===== src/alz_pkg.sv =====
// Purpose: Shared constants for the angle linearizer.
// Assumes: 16-bit angle words, one full turn equals 2**16 counts.
// Notes: Register offsets are word indices on the plain register port.
package alz_pkg;
  localparam int ANG_W = 16;
  localparam int COEF_W = 12;
  localparam int NUM_BP = 32;
  localparam int IDX_W = 5;
  localparam int FRAC_W = ANG_W - IDX_W;
  localparam int DATA_W = 32;
  localparam int ADDR_W = 6;
  // Register word indices.
  localparam logic [5:0] OFS_COEF0 = 6'h00;
  localparam logic [5:0] OFS_CTRL = 6'h20;
  localparam logic [5:0] OFS_WAKE_THR = 6'h21;
  localparam logic [5:0] OFS_STATUS = 6'h22;
  // Control register field positions.
  localparam int CTRL_LIN_EN = 0;
  localparam int CTRL_SCALE = 1;
  localparam int CTRL_LP_REQ = 2;
  // Status register field positions.
  localparam int STAT_LP = 0;
  localparam int STAT_FAST = 1;
  localparam int STAT_ANG_LSB = 16;
  // Values after reset.
  localparam logic [COEF_W-1:0] COEF_RST = 12'h000;
  localparam logic LIN_EN_RST = 1'b0;
  localparam logic SCALE_RST = 1'b0;
  // Coefficient weight in angle counts: 2 counts per LSB at 22.5 deg, 4 at 45 deg.
  localparam int SHIFT_NARROW = 1;
  localparam int SHIFT_WIDE = 2;
  // Latency of the angle path, in clock cycles.
  localparam int PATH_LAT = 3;
  // Wake-up detection timing.
  localparam longint CLK_HZ = 100_000_000;
  localparam longint WAKE_WIN_US = 1000;
  localparam longint WAKE_WIN_CYC = WAKE_WIN_US * CLK_HZ / 1_000_000;
  localparam longint WAKE_RPM = 100;
  localparam longint WAKE_THR_CNT =
    WAKE_RPM * (longint'(1) << ANG_W) * WAKE_WIN_US / 60_000_000;
  localparam logic [ANG_W-1:0] WAKE_THR_RST = ANG_W'(WAKE_THR_CNT);
endpackage : alz_pkg


===== src/alz_wake_det.sv =====
// Purpose: Measures the raw angle change per window and flags fast rotation.
// Assumes: Angle samples come from logic on the same clock.
// Notes: Change is taken modulo one turn, so wrap at zero is handled.
`timescale 1ns/100ps
`default_nettype none
module alz_wake_det
  import alz_pkg::*;
#(
  parameter int WIN_CYC = 100000
) (
  // Clock and reset.
  input wire logic sys_clk,
  input wire logic rst_n,
  // Raw angle stream.
  input wire logic [ANG_W-1:0] raw_angle,
  input wire logic raw_valid,
  // Threshold and result.
  input wire logic [ANG_W-1:0] thr,
  output logic fast
);
  logic [31:0] win_cnt_r;
  logic [ANG_W-1:0] last_r;
  logic [ANG_W-1:0] prev_r;
  logic fast_r;
  wire win_end = (win_cnt_r == 32'(WIN_CYC - 1));
  wire [ANG_W-1:0] delta = last_r - prev_r;
  wire [ANG_W-1:0] mag = delta[ANG_W-1] ? ANG_W'(-delta) : delta;

  // Keeps the latest unlinearized sample and compares it once per window.
  always_ff @(posedge sys_clk or negedge rst_n) begin
    if (!rst_n) begin
      win_cnt_r <= 32'h0000_0000;
      last_r <= 16'h0000;
      prev_r <= 16'h0000;
      fast_r <= 1'b0;
    end else begin
      if (raw_valid) begin
        last_r <= raw_angle;
      end
      win_cnt_r <= win_end ? 32'h0000_0000 : win_cnt_r + 32'h0000_0001;
      if (win_end) begin
        prev_r <= last_r;
        fast_r <= (mag > thr);
      end
    end
  end

  assign fast = fast_r;

  raw_track_a: assert property (@(posedge sys_clk) disable iff (!rst_n)
    raw_valid |=> last_r == $past(raw_angle))
    else $error("wake path does not follow the raw angle");
endmodule : alz_wake_det
`default_nettype wire


===== src/alz_angle_linearizer.sv =====
// Purpose: Piecewise-linear angle correction with low-power wake decision.
// Assumes: One clock; coefficients loaded by software after reset.
// Notes: Output follows input by three cycles, linearized or not.
// Function
// - Hold 32 coefficients at 11.25 degree breakpoints.
// - At breakpoint, output is angle minus coefficient.
// - Coefficients are 12-bit two's-complement values.
// - Scale select picks 22.5 or 45 degree range.
// - Between breakpoints, interpolate neighbouring coefficients linearly.
// - Latency identical with linearization on or off.
// - Disabled linearization passes the angle unchanged.
// - Low-power mode wakes above programmable change rate.
// - Default setting stays awake above 100 rpm.
// - Wake detection uses the unlinearized angle.
//
// The implementer's own choices: the placing of the registers and the address-and-strobe port.
`timescale 1ns/100ps
`default_nettype none
module alz_angle_linearizer
  import alz_pkg::*;
#(
  parameter int WIN_CYC = int'(WAKE_WIN_CYC)
) (
  // Clock and reset.
  input wire logic sys_clk,
  input wire logic rst_n,
  // Register port.
  input wire logic [ADDR_W-1:0] reg_addr,
  input wire logic [DATA_W-1:0] reg_wdata,
  input wire logic reg_wr,
  input wire logic reg_rd,
  output logic [DATA_W-1:0] reg_rdata,
  // Electrical angle from the upstream datapath.
  input wire logic [ANG_W-1:0] angle_in,
  input wire logic angle_in_valid,
  // Corrected angle to the output encoders.
  output logic [ANG_W-1:0] angle_out,
  output logic angle_out_valid,
  // Power state.
  output logic low_power
);
  // Coefficient store and control state.
  logic [COEF_W-1:0] coef_r [NUM_BP];
  logic lin_en_r;
  logic correction_scale_select_r;
  logic [ANG_W-1:0] wake_thr_r;
  logic lp_r;
  logic [DATA_W-1:0] rdata_r;
  // Pipeline registers.
  logic v1_r, v2_r, v3_r;
  logic en1_r, en2_r, sc1_r;
  logic [ANG_W-1:0] a1_r, a2_r, out_r;
  logic signed [COEF_W-1:0] c0_r, c1_r;
  logic [FRAC_W-1:0] frac_r;
  logic signed [ANG_W-1:0] corr_r;
  logic fast;

  // Address decode.
  // Coefficient words share the low index bits with the store address.
  wire is_coef = (reg_addr < 6'(NUM_BP));
  wire is_ctrl = (reg_addr == OFS_CTRL);
  wire is_thr = (reg_addr == OFS_WAKE_THR);
  wire is_stat = (reg_addr == OFS_STATUS);
  wire [IDX_W-1:0] wr_idx = reg_addr[IDX_W-1:0];

  // Breakpoint selection: upper bits pick the segment, the rest the position.
  wire [IDX_W-1:0] idx = angle_in[ANG_W-1:FRAC_W];
  wire [IDX_W-1:0] idx_nxt = idx + 5'h01;
  wire [FRAC_W-1:0] frac = angle_in[FRAC_W-1:0];

  // Interpolation between the two neighbouring coefficients.
  // The signed difference of two 12-bit values needs one extra bit.
  // The product is shifted arithmetically, so rounding is toward minus infinity.
  wire signed [COEF_W:0] diff = {c1_r[COEF_W-1], c1_r} - {c0_r[COEF_W-1], c0_r};
  wire signed [COEF_W+FRAC_W+1:0] prod = diff * $signed({1'b0, frac_r});
  wire signed [COEF_W+FRAC_W+1:0] prod_sh = prod >>> FRAC_W;
  wire signed [COEF_W:0] interp = {c0_r[COEF_W-1], c0_r} + prod_sh[COEF_W:0];
  wire signed [ANG_W-1:0] interp_ext = ANG_W'(interp);
  wire signed [ANG_W-1:0] corr_nxt = sc1_r ? (interp_ext <<< SHIFT_WIDE)
                                           : (interp_ext <<< SHIFT_NARROW);
  wire [ANG_W-1:0] out_nxt = en2_r ? (a2_r - corr_r) : a2_r;

  // Read multiplexer.
  // Unmapped indices read as zero, and the status word is read only.
  wire [DATA_W-1:0] stat_word = {out_r, 14'h0000, fast, lp_r};
  wire [DATA_W-1:0] ctrl_word = {29'h0000_0000, lp_r, correction_scale_select_r, lin_en_r};
  wire [DATA_W-1:0] coef_word = {{(DATA_W-COEF_W){coef_r[wr_idx][COEF_W-1]}}, coef_r[wr_idx]};
  wire [DATA_W-1:0] rd_mux = is_coef ? coef_word :
                             is_ctrl ? ctrl_word :
                             is_thr ? {16'h0000, wake_thr_r} :
                             is_stat ? stat_word : 32'h0000_0000;

  // Low-power entry and exit.
  // A wake and a request in one cycle resolve to staying awake.
  wire lp_enter = reg_wr && is_ctrl && reg_wdata[CTRL_LP_REQ] && !fast;
  wire lp_wake = lp_r && fast;

  // Coefficient store, written one word at a time.
  always_ff @(posedge sys_clk or negedge rst_n) begin
    if (!rst_n) begin
      for (int i = 0; i < NUM_BP; i++) begin
        coef_r[i] <= COEF_RST;
      end
    end else if (reg_wr && is_coef) begin
      coef_r[wr_idx] <= reg_wdata[COEF_W-1:0];
    end
  end

  // Control registers and power state.
  always_ff @(posedge sys_clk or negedge rst_n) begin
    if (!rst_n) begin
      lin_en_r <= LIN_EN_RST;
      correction_scale_select_r <= SCALE_RST;
      wake_thr_r <= WAKE_THR_RST;
      lp_r <= 1'b0;
    end else begin
      if (reg_wr && is_ctrl) begin
        lin_en_r <= reg_wdata[CTRL_LIN_EN];
        correction_scale_select_r <= reg_wdata[CTRL_SCALE];
      end
      if (reg_wr && is_thr) begin
        wake_thr_r <= reg_wdata[ANG_W-1:0];
      end
      if (lp_wake) begin
        lp_r <= 1'b0;
      end else if (lp_enter) begin
        lp_r <= 1'b1;
      end
    end
  end

  // Read data stands only in the cycle after the strobe.
  always_ff @(posedge sys_clk or negedge rst_n) begin
    if (!rst_n) begin
      rdata_r <= 32'h0000_0000;
    end else begin
      rdata_r <= reg_rd ? rd_mux : 32'h0000_0000;
    end
  end

  // Stage 1: capture angle and the two neighbouring coefficients.
  // Enable and scale are taken on the same edge, so a control write that lands
  // between samples never splits one sample across two settings.
  always_ff @(posedge sys_clk or negedge rst_n) begin
    if (!rst_n) begin
      v1_r <= 1'b0;
      en1_r <= 1'b0;
      sc1_r <= 1'b0;
      a1_r <= 16'h0000;
      c0_r <= 12'h000;
      c1_r <= 12'h000;
      frac_r <= 11'h000;
    end else begin
      v1_r <= angle_in_valid;
      en1_r <= lin_en_r;
      sc1_r <= correction_scale_select_r;
      a1_r <= angle_in;
      c0_r <= coef_r[idx];
      c1_r <= coef_r[idx_nxt];
      frac_r <= frac;
    end
  end

  // Stage 2: scaled correction; the same stages run when disabled.
  // Running both branches keeps the delay the same with correction off.
  always_ff @(posedge sys_clk or negedge rst_n) begin
    if (!rst_n) begin
      v2_r <= 1'b0;
      en2_r <= 1'b0;
      a2_r <= 16'h0000;
      corr_r <= 16'h0000;
    end else begin
      v2_r <= v1_r;
      en2_r <= en1_r;
      a2_r <= a1_r;
      corr_r <= corr_nxt;
    end
  end

  // Stage 3: subtract the correction or pass the angle through.
  // The output holds between samples so the encoders always see a settled word.
  always_ff @(posedge sys_clk or negedge rst_n) begin
    if (!rst_n) begin
      v3_r <= 1'b0;
      out_r <= 16'h0000;
    end else begin
      v3_r <= v2_r;
      if (v2_r) begin
        out_r <= out_nxt;
      end
    end
  end

  // Wake detection fed with the raw electrical angle.
  // The threshold comes from a register so the wake rate can be tuned.
  alz_wake_det #(
    .WIN_CYC(WIN_CYC)
  ) u_wake (
    .sys_clk(sys_clk),
    .rst_n(rst_n),
    .raw_angle(angle_in),
    .raw_valid(angle_in_valid),
    .thr(wake_thr_r),
    .fast(fast)
  );

  assign reg_rdata = rdata_r;
  assign angle_out = out_r;
  assign angle_out_valid = v3_r;
  assign low_power = lp_r;

  // Checks kept next to the datapath.
  same_latency_a: assert property (@(posedge sys_clk) disable iff (!rst_n)
    angle_in_valid |-> ##3 angle_out_valid)
    else $error("angle path latency is not three cycles");

  bypass_pass_a: assert property (@(posedge sys_clk) disable iff (!rst_n)
    (angle_in_valid && !lin_en_r) |-> ##3 (angle_out == $past(angle_in, 3)))
    else $error("disabled path altered the angle");

  breakpoint_sub_a: assert property (@(posedge sys_clk) disable iff (!rst_n)
    (v1_r && frac_r == 11'h000) |=>
      corr_r == ($past(sc1_r) ? ($past(ANG_W'(c0_r)) <<< SHIFT_WIDE)
                       : ($past(ANG_W'(c0_r)) <<< SHIFT_NARROW)))
    else $error("breakpoint correction differs from its coefficient");

  midpoint_avg_a: assert property (@(posedge sys_clk) disable iff (!rst_n)
    (frac_r == 11'h400) |-> (interp == ((13'(c0_r) + 13'(c1_r)) >>> 1)))
    else $error("midpoint correction is not the average");

  scale_weight_a: assert property (@(posedge sys_clk) disable iff (!rst_n)
    sc1_r |-> (corr_nxt == (interp_ext * 16'sd4)))
    else $error("wide scale weight is not four counts per step");

  coef_sign_a: assert property (@(posedge sys_clk) disable iff (!rst_n)
    (interp_ext[ANG_W-1] == interp[COEF_W]) && (interp <= 13'sd2047)
      && (interp >= -13'sd2048))
    else $error("correction left the signed coefficient range");

  coef_store_a: assert property (@(posedge sys_clk) disable iff (!rst_n)
    (reg_wr && is_coef) |=> coef_r[$past(wr_idx)] == $past(reg_wdata[COEF_W-1:0]))
    else $error("coefficient write not stored");

  seg_wrap_a: assert property (@(posedge sys_clk) disable iff (!rst_n)
    (idx == 5'h1F) |=> (c1_r == $past(coef_r[0])))
    else $error("last segment does not use the first coefficient");

  wake_exit_a: assert property (@(posedge sys_clk) disable iff (!rst_n)
    (lp_r && fast) |=> !lp_r)
    else $error("low-power mode not left on fast rotation");

  stay_awake_a: assert property (@(posedge sys_clk) disable iff (!rst_n)
    (!lp_r && fast) |=> !lp_r)
    else $error("entered low power while rotating fast");

  // Breakpoint output at narrow scale, reckoned from the input edge alone.
  bp_narrow_a: assert property (@(posedge sys_clk) disable iff (!rst_n)
    (angle_in_valid && lin_en_r && !correction_scale_select_r && frac == 11'h000) |->
      ##3 (angle_out == $past(angle_in - (ANG_W'($signed(coef_r[idx])) <<< SHIFT_NARROW), 3)))
    else $error("narrow breakpoint output differs from angle minus coefficient");

  // Breakpoint output at wide scale, four counts per coefficient step.
  bp_wide_a: assert property (@(posedge sys_clk) disable iff (!rst_n)
    (angle_in_valid && lin_en_r && correction_scale_select_r && frac == 11'h000) |->
      ##3 (angle_out == $past(angle_in - (ANG_W'($signed(coef_r[idx])) <<< SHIFT_WIDE), 3)))
    else $error("wide breakpoint output differs from angle minus coefficient");

  // One result per sample: no input, no output three cycles on.
  valid_pulse_a: assert property (@(posedge sys_clk) disable iff (!rst_n)
    !angle_in_valid |-> ##3 !angle_out_valid)
    else $error("angle output valid without a sample");

  // The corrected angle holds between results.
  out_hold_a: assert property (@(posedge sys_clk) disable iff (!rst_n)
    !v2_r |=> $stable(angle_out))
    else $error("angle output changed without a result");

  // Read data stands only in the cycle after a read strobe.
  rdata_idle_a: assert property (@(posedge sys_clk) disable iff (!rst_n)
    !reg_rd |=> (reg_rdata == 32'h0000_0000))
    else $error("read data present without a read");

  // Coefficient read-back carries the sign of the stored word.
  coef_sext_a: assert property (@(posedge sys_clk) disable iff (!rst_n)
    (reg_rd && is_coef) |=>
      ((&reg_rdata[DATA_W-1:COEF_W-1]) || !(|reg_rdata[DATA_W-1:COEF_W-1])))
    else $error("coefficient read-back is not sign-extended");

  // A request with slow rotation enters low power on the next edge.
  lp_enter_a: assert property (@(posedge sys_clk) disable iff (!rst_n)
    (reg_wr && is_ctrl && reg_wdata[CTRL_LP_REQ] && !fast) |=> lp_r)
    else $error("low-power request with slow rotation was not taken");

  // The wake threshold takes the written value.
  thr_store_a: assert property (@(posedge sys_clk) disable iff (!rst_n)
    (reg_wr && is_thr) |=> (wake_thr_r == $past(reg_wdata[ANG_W-1:0])))
    else $error("wake threshold write not stored");

  // Scale select takes its control bit.
  scale_store_a: assert property (@(posedge sys_clk) disable iff (!rst_n)
    (reg_wr && is_ctrl) |=> (correction_scale_select_r == $past(reg_wdata[CTRL_SCALE])))
    else $error("scale select write not stored");

  // Linearization enable takes its control bit.
  lin_store_a: assert property (@(posedge sys_clk) disable iff (!rst_n)
    (reg_wr && is_ctrl) |=> (lin_en_r == $past(reg_wdata[CTRL_LIN_EN])))
    else $error("linearization enable write not stored");
endmodule : alz_angle_linearizer
`default_nettype wire


===== config.mk =====
export PLATFORM = sky130hd
export DESIGN_NAME = alz_angle_linearizer
export DESIGN_NICKNAME = d
export VERILOG_FILES = /design/src/alz_pkg.sv /design/src/alz_wake_det.sv /design/src/alz_angle_linearizer.sv
export SDC_FILE = /design/constraint.sdc
export NUM_CORES = 2
export LEC_CHECK = 0
export BUFFER_PORTS_ARGS = -buffer_cell sky130_fd_sc_hd__buf_2
export CORE_AREA = 2 2 353 355
export CTS_BUF_LIST = sky130_fd_sc_hd__clkbuf_4 sky130_fd_sc_hd__clkbuf_8
export DETAILED_ROUTE_END_ITERATION = 6
export DIE_AREA = 0 0 355 357
export PLACE_DENSITY = 0.48
export SYNTH_ARGS = -nofsm -noshare
export SYNTH_HDL_FRONTEND = slang
export SYNTH_SLANG_ARGS = --single-unit

===== constraint.sdc =====
create_clock -name sys_clk -period 9.75 [get_ports sys_clk]
set_input_delay 1.95 -clock sys_clk [delete_from_list [all_inputs] [get_ports sys_clk]]
set_output_delay 1.95 -clock sys_clk [all_outputs]
set_load 0.01 [all_outputs]

Word-level counts from Yosys, hierarchy flattened
Cells that the tools add are included.

Register bits after elaboration: 604. Output and inout bits: 50. Word-level logic and storage cells: 107.

$add $sub $neg: 7. $mul: 1. Magnitude comparators: 6. Equal/unequal tests: 4. Mux-type cells: 23. Bitwise operators: 3. Reduce and logical (&&, ||, !) cells: 9.

Operators by type and width (count): $bwmux 384 (1); $mux 32 (6); $bmux 12 s5 (3); $mux 12 (7); $demux 12 s5 (1); $add 32x1->32 const B (1); $eq 32x17->1 const B (1); $mux 16 (2); $sub 16x16->16 (2); $mul 13x12->24 (1); $eq 6x6->1 const B (3); $ge 6x6->1 const B (3); $not 5->6 (3); $gt 16x16->1 (1); $neg 16->16 (1); $mux 14 (1); $add 13x13->13 (1); $sub 12x12->13 (1); $logic_and 1x1->1 (7); $lt 6x1->1 const B (1); $lt 6x6->1 const B (1); $add 5x1->5 const B (1); $mux 1 (2); $reduce_bool 2->1 (1); $logic_not 1->1 (1).

Logic depth before layout (Yosys ltp)
Depth after elaboration: 6. Mapped depth: 39. Mapped depth without buffers: 38.

Cells and area by module
Synthesis repeated with hierarchy kept, for this count alone.

Cell total of the unflattened synthesis: 3039. Area, all modules: 39238.9 um2.

By module, submodules not included: alz_angle_linearizer (instances 1, cells an instance 2593, area an instance 35016.1 um2); alz_wake_det (instances 1, cells an instance 446, area an instance 4222.8 um2).

Worst setup path after synthesis
OpenSTA, ideal clock, no wires.

Kind: flip-flop to flip-flop. Start: register c0_r[0]. End: register corr_r[13]. Data arrival time: 8.317 ns. Data required time: 9.625 ns. Slack: 1.309 ns. Stages on the path, launching flop included: 39. Path buffers: 1. Period minus slack after synthesis: 8.441 ns. Cells stage by stage: dfrtp_1 -> ha_1 -> fa_1 -> nor2b_1 -> o21ai_0 -> a21boi_0 -> o21ai_0 -> a21boi_0 -> o21ai_0 -> nand2_1 -> xor2_1 -> clkbuf_1 -> nand2_1 -> fa_1 -> fa_1 -> inv_1 -> fa_1 -> fa_1 -> (+3 left out) -> ha_1 -> or4_1 -> a21oi_1 -> nor3_1 -> a311o_1 -> a22o_1 -> o21a_1 -> nor2_1 -> xnor2_1 -> ha_1 -> a21oi_1 -> nand2_1 -> a21o_1 -> nand2_1 -> o21ai_0 -> xnor2_1 -> xnor2_1 -> mux2_2.

Word-level cells in the longest chain between the ends: 4.

RTL lines: start, declared (RTL line alz_angle_linearizer.sv:53) `logic signed [COEF_W-1:0] c0_r, c1_r;`; start signal, assigned (RTL line alz_angle_linearizer.sv:158) `c0_r <= coef_r[idx];`; $sub 12x12->13 (RTL line alz_angle_linearizer.sv:74) `wire signed [COEF_W:0] diff = {c1_r[COEF_W-1], c1_r} - {c0_r[COEF_W-1], c0_r};`; $mul 13x12->24 (RTL line alz_angle_linearizer.sv:75) `wire signed [COEF_W+FRAC_W+1:0] prod = diff * $signed({1'b0, frac_r});`; $add 13x13->13 (*) (RTL line alz_angle_linearizer.sv:77) `wire signed [COEF_W:0] interp = {c0_r[COEF_W-1], c0_r} + prod_sh[COEF_W:0];`; net corr_nxt[14] (RTL line alz_angle_linearizer.sv:79) `wire signed [ANG_W-1:0] corr_nxt = sc1_r ? (interp_ext <<< SHIFT_WIDE)`; $mux 14 (*) (RTL line alz_angle_linearizer.sv:79); net corr_nxt[13] (RTL line alz_angle_linearizer.sv:79); end signal, assigned (RTL line alz_angle_linearizer.sv:176) `corr_r <= corr_nxt;`; end, declared (RTL line alz_angle_linearizer.sv:55) `logic signed [ANG_W-1:0] corr_r;`.

The timed path passes the listed nets; every way through them passes the cells marked *. A chain may end at the register's enable or synchronous reset.

Worst setup path after layout
Same ends and word-level chain as after synthesis.

==> metrics.md <==
| Metric | Value |
|---|---|
| Crit start category | register |
| Router iterations before antenna repair | 5 |
| Synth warnings | 0 |
| Std cell rows | between 100 and 150 |
| Clock-pin transition on the worst setup and hold timing paths | approximately 0.07 ns |
| Crit-path max FO | 11 |
| Via density | approximately 5.4 |
| Gate Count Post-Synth | 3047 |
| P&R area growth vs syn | 12.8% |
| Post-CTS Hold Buffers | 0 |
| DR vias | 25977 |
| CTS tree | built |
| Residual DRC count | 0 |
| Fin. max-slew vios | 0 |
| Critical Path RT | between 10 and 15 ns |
| Die width | approximately 360 um |
| Total Routed Length | approximately 120000 um |
| Synthesized flop and latch total | 592 |
| Initial drt markers | 1931 |
| Pin count of the biggest net entering global routing | 152 |
| RSZ-0062 raised after global routing | false |
| Initial Util | 0.317 |
| Netlist cell types | 58 |
| Endpoints failing hold | 0 |
| GR Layer Usage met3 | 0.0418 |
| Mapped cell area | approximately 39000 um2 |
| Global placement routability congestion | about 0.80 |
| Synth Area in Simple Gates | 0.0635 |
| H-tree levels | 3 |
| Avg Inst Size Synth | approximately 13 um2 |
| Top cells by area, synth | dfrtp_1 (38%), mux4_2 (19%), mux2_2 (13%) |
| Global-route wire length before repair | 184000 um |
| Synth Area in XOR/XNOR | 0.0242 |
| Mux cell area share after synthesis | 0.333 |
| Final setup TNS | 0 ns |
| RR Endpoint | corr_r[13]$_DFF_PN0_ |
| Final setup vio count | 0 |
| Worst hold path startpoint | a1_r[15]$_DFF_PN0_ |
| CTS root buffer | clkbuf_8 |
| Critical path class | reg -> reg |
| R2R depth | 38 |
| Adder-cell share of the synthesized area | 0.107 |
| Layout Skew | between 0.05 and 0.06 ns |
| Element type at the critical path end | register |
| Number of synthesized flops with an enable pin | 0 |
| Clock sink count | slightly below 600 |
| Cell mode on critical path | fa_1 |
| Top-level I/O count | 109 |
| Max Clock Freq | between 100 and 150 MHz |
| Die Area | approximately 130000 um2 |
| Worst slew pin tran | between 1 and 1.5 ns |
| Max transition margin | 0.164 |
| Total gr overflow | 0 |
| Compound-Gate Fraction of Synth Area | 0.0480 |
| Max-Cap Viols | 0 |
| Net Count, Synth | 3360 |
| Vias in the first global route | approximately 27000 |
| Synth area leader | dfrtp_1 |
| Hold path cells | 0 |
| HPWL after DPL | 79600 um |
| Crit share post-route | 0.933 |
| Tmin final | a little over 9 ns |
| Seq/Total Area, Yosys | 0.380 |
| Hold Path End | a2_r[15]$_DFF_PN0_ |
| All-Layer GR Usage | 0.196 |
| Synth top area share | 0.376 |
| ANT nets after route | 0 |
| Clock tree buffer depth | 3 |
| Number of CTS-inserted buffers | between 100 and 150 |
| Global routing usage on met2 | 0.305 |
| Arrival time worst endpoint | around 9.7 ns |
| Fraction of registers with async set/reset | 1.00 |
| Flop-to-flop setup slack | 0.65 ns |
| Slowest cell on crit path | fa_1 |
| Skew-Pair Late Insertion Delay | approximately 0.78 ns |
| Avg WL per Cell | 25.2 um |
| Die H | ~360 um |
| Worst Hold Class | reg -> reg |
| Core footprint | between 100000 and 150000 um2 |
| R2r startpoint | c0_r[0]$_DFF_PN0_ |
| Antenna violations before repair | 14 |
| Share of cells above drive strength 1 | 0.373 |
| Status | finished, final reports clean |
| Port bufs | 92 |
| GRT met1 Usage | 0.276 |
| Max stage delay on crit path | around 0.53 ns |
| Nets | 3424 |
| Main combinational cell family by area after synthesis | multiplexers |
| GRT busiest layer | met2 |
| Post-synth top flop | dfrtp_1 |
[worst max-delay path by stage]
stage	from	endpoint	depth (start not counted)
finish	c0_r[0]$_DFF_PN0_	corr_r[13]$_DFF_PN0_	38
detailed placement	c0_r[2]$_DFF_PN0_	corr_r[13]$_DFF_PN0_	36
global route	c0_r[0]$_DFF_PN0_	corr_r[13]$_DFF_PN0_	38
CTS	c0_r[2]$_DFF_PN0_	corr_r[13]$_DFF_PN0_	36
floorplan	c0_r[0]$_DFF_PN0_	corr_r[13]$_DFF_PN0_	38
global placement	c0_r[2]$_DFF_PN0_	corr_r[13]$_DFF_PN0_	36
[metrics by stage]
step            util  hold slack, ns  instances  instance area, um2  setup slack [ns]
3_5_place_dp   0.337           0.336       4640               41400             0.313
5_1_grt        0.358           0.367       4837               44000            0.0455
2_1_floorplan      -           0.331       3047               39000              1.31
6_report       0.358           0.346       4840               44000             0.655
4_1_cts        0.358           0.349       4836               44000             0.244
3_3_place_gp   0.337           0.332       4640               41400             0.333
[logic make-up (layout without fill, tap and decap cells)]
kind of cell | Yosys count | count (layout)
AO/OA/AOI/OAI | 296 | 296
adder cells (fa/ha/maj) | 254 | 254
flip-flops | 592 | 592
XOR/XNOR | 108 | 108
multiplexers | 820 | 820
other | 0 | 4
buffers and inverters | 457 | 609
AND/OR/NAND/NOR | 520 | 520
[layout by cell type (no fill, tap or decap), types with 5 or more instances in the layout]
cell type  netlist  routed
nor4_1           9       8
fa_1           131     131
nor2b_1         37      37
dfstp_2          5       5
o21ai_0         62      61
a211oi_1         6       6
mux4_2         336     336
bufinv_16        0       9
or3_1            6       6
a41oi_1         11      11
buf_4            0      75
o21a_1          17      17
nor3_1          28      27
buf_2           29      87
a31oi_1         10      10
ha_1           123     122
o22ai_1          8       8
nand2b_1        33      33
mux2_2         465     465
xor2_1          34      32
dfrtp_1        587     587
a21o_1          22      22
clkbuf_8         0     136
and2_1          41      41
clkbuf_4         0      34
xnor2_1         74      73
and3_1          15      15
a22oi_1         36      36
inv_1          245     245
nand3_1         24      24
nand4_1         11      11
nor2_1          96      88
a21oi_1         95      95
nand2_1        201     201
clkinv_2         0       9
mux2i_1         19      19
[registers in the layout (all words and copies together), names as in the netlist, 6 cells and up]
register / flops
a1_r: 6
a2_r: 16
angle_out: 16
c0_r: 12
c1_r: 12
coef_r: 384
corr_r: 14
frac_r: 10
reg_rdata: 32
u_wake.last_r: 16
u_wake.prev_r: 16
u_wake.win_cnt_r: 32
wake_thr_r: 16
[synthesized netlist by cell type (3+ instances only)]
library cell  instances
mux2i_1              19
xor2_1               34
buf_1                21
a211oi_1              6
nand4_1              11
or2_2                 3
and3_1               15
clkbuf_1            162
a21boi_0              3
dfstp_2               5
a41oi_1              11
fa_1                131
o211ai_1              3
mux4_2              336
nand2_1             201
inv_1               245
nor4_1                9
nand4b_1              4
a211o_1               3
o21ai_0              62
buf_2                29
a21o_1               22
a22oi_1              36
o21a_1               17
o22ai_1               8
nor2b_1              37
nand2b_1             33
dfrtp_1             587
a21oi_1              95
and2_1               41
or4_1                 3
ha_1                123
nand3_1              24
a31oi_1              10
a22o_1                3
nor2_1               96
xnor2_1              74
mux2_2              465
nor3_1               28
or3_1                 6
[critical path, delay by kind of cell, from the launching register on]
family                   cells  cell delay (ns)
AO/OA/AOI/OAI               12             2.34
multiplexers                 1             0.28
XOR/XNOR                     4             0.66
flip-flops                   1             0.40
buffers and inverters        4             0.37
adder cells (fa/ha/maj)      9             3.64
AND/OR/NAND/NOR              8             1.31
[final cells by class]
class	instances	area [um2]
timing repair buffer	168	1090
antenna	4	10.0
multi-input combinational	1998	22600
sequential	592	14800
clock inverter	26	403
tap	1637	2050
fill	12096	79000
clock buffer	170	2130
inverter	245	920
[per-layer routing]
| layer | wire length (um) | vias up |
|---|---|---|
| met5 | 60 | - |
| met4 | 3510 | 10 |
| met3 | 8040 | 208 |
| met2 | 55600 | 765 |
| met1 | 54800 | 13781 |
| li1 | - | 11213 |
[timing repair]
action                     in CTS  in global routing
setup buffers                   0                  0
setup endpoints to repair       0                  5
resized for setup               0                  4
Power is not shown: default switching activity piles up to over one toggle a cycle in this logic, so the estimate is an artifact.
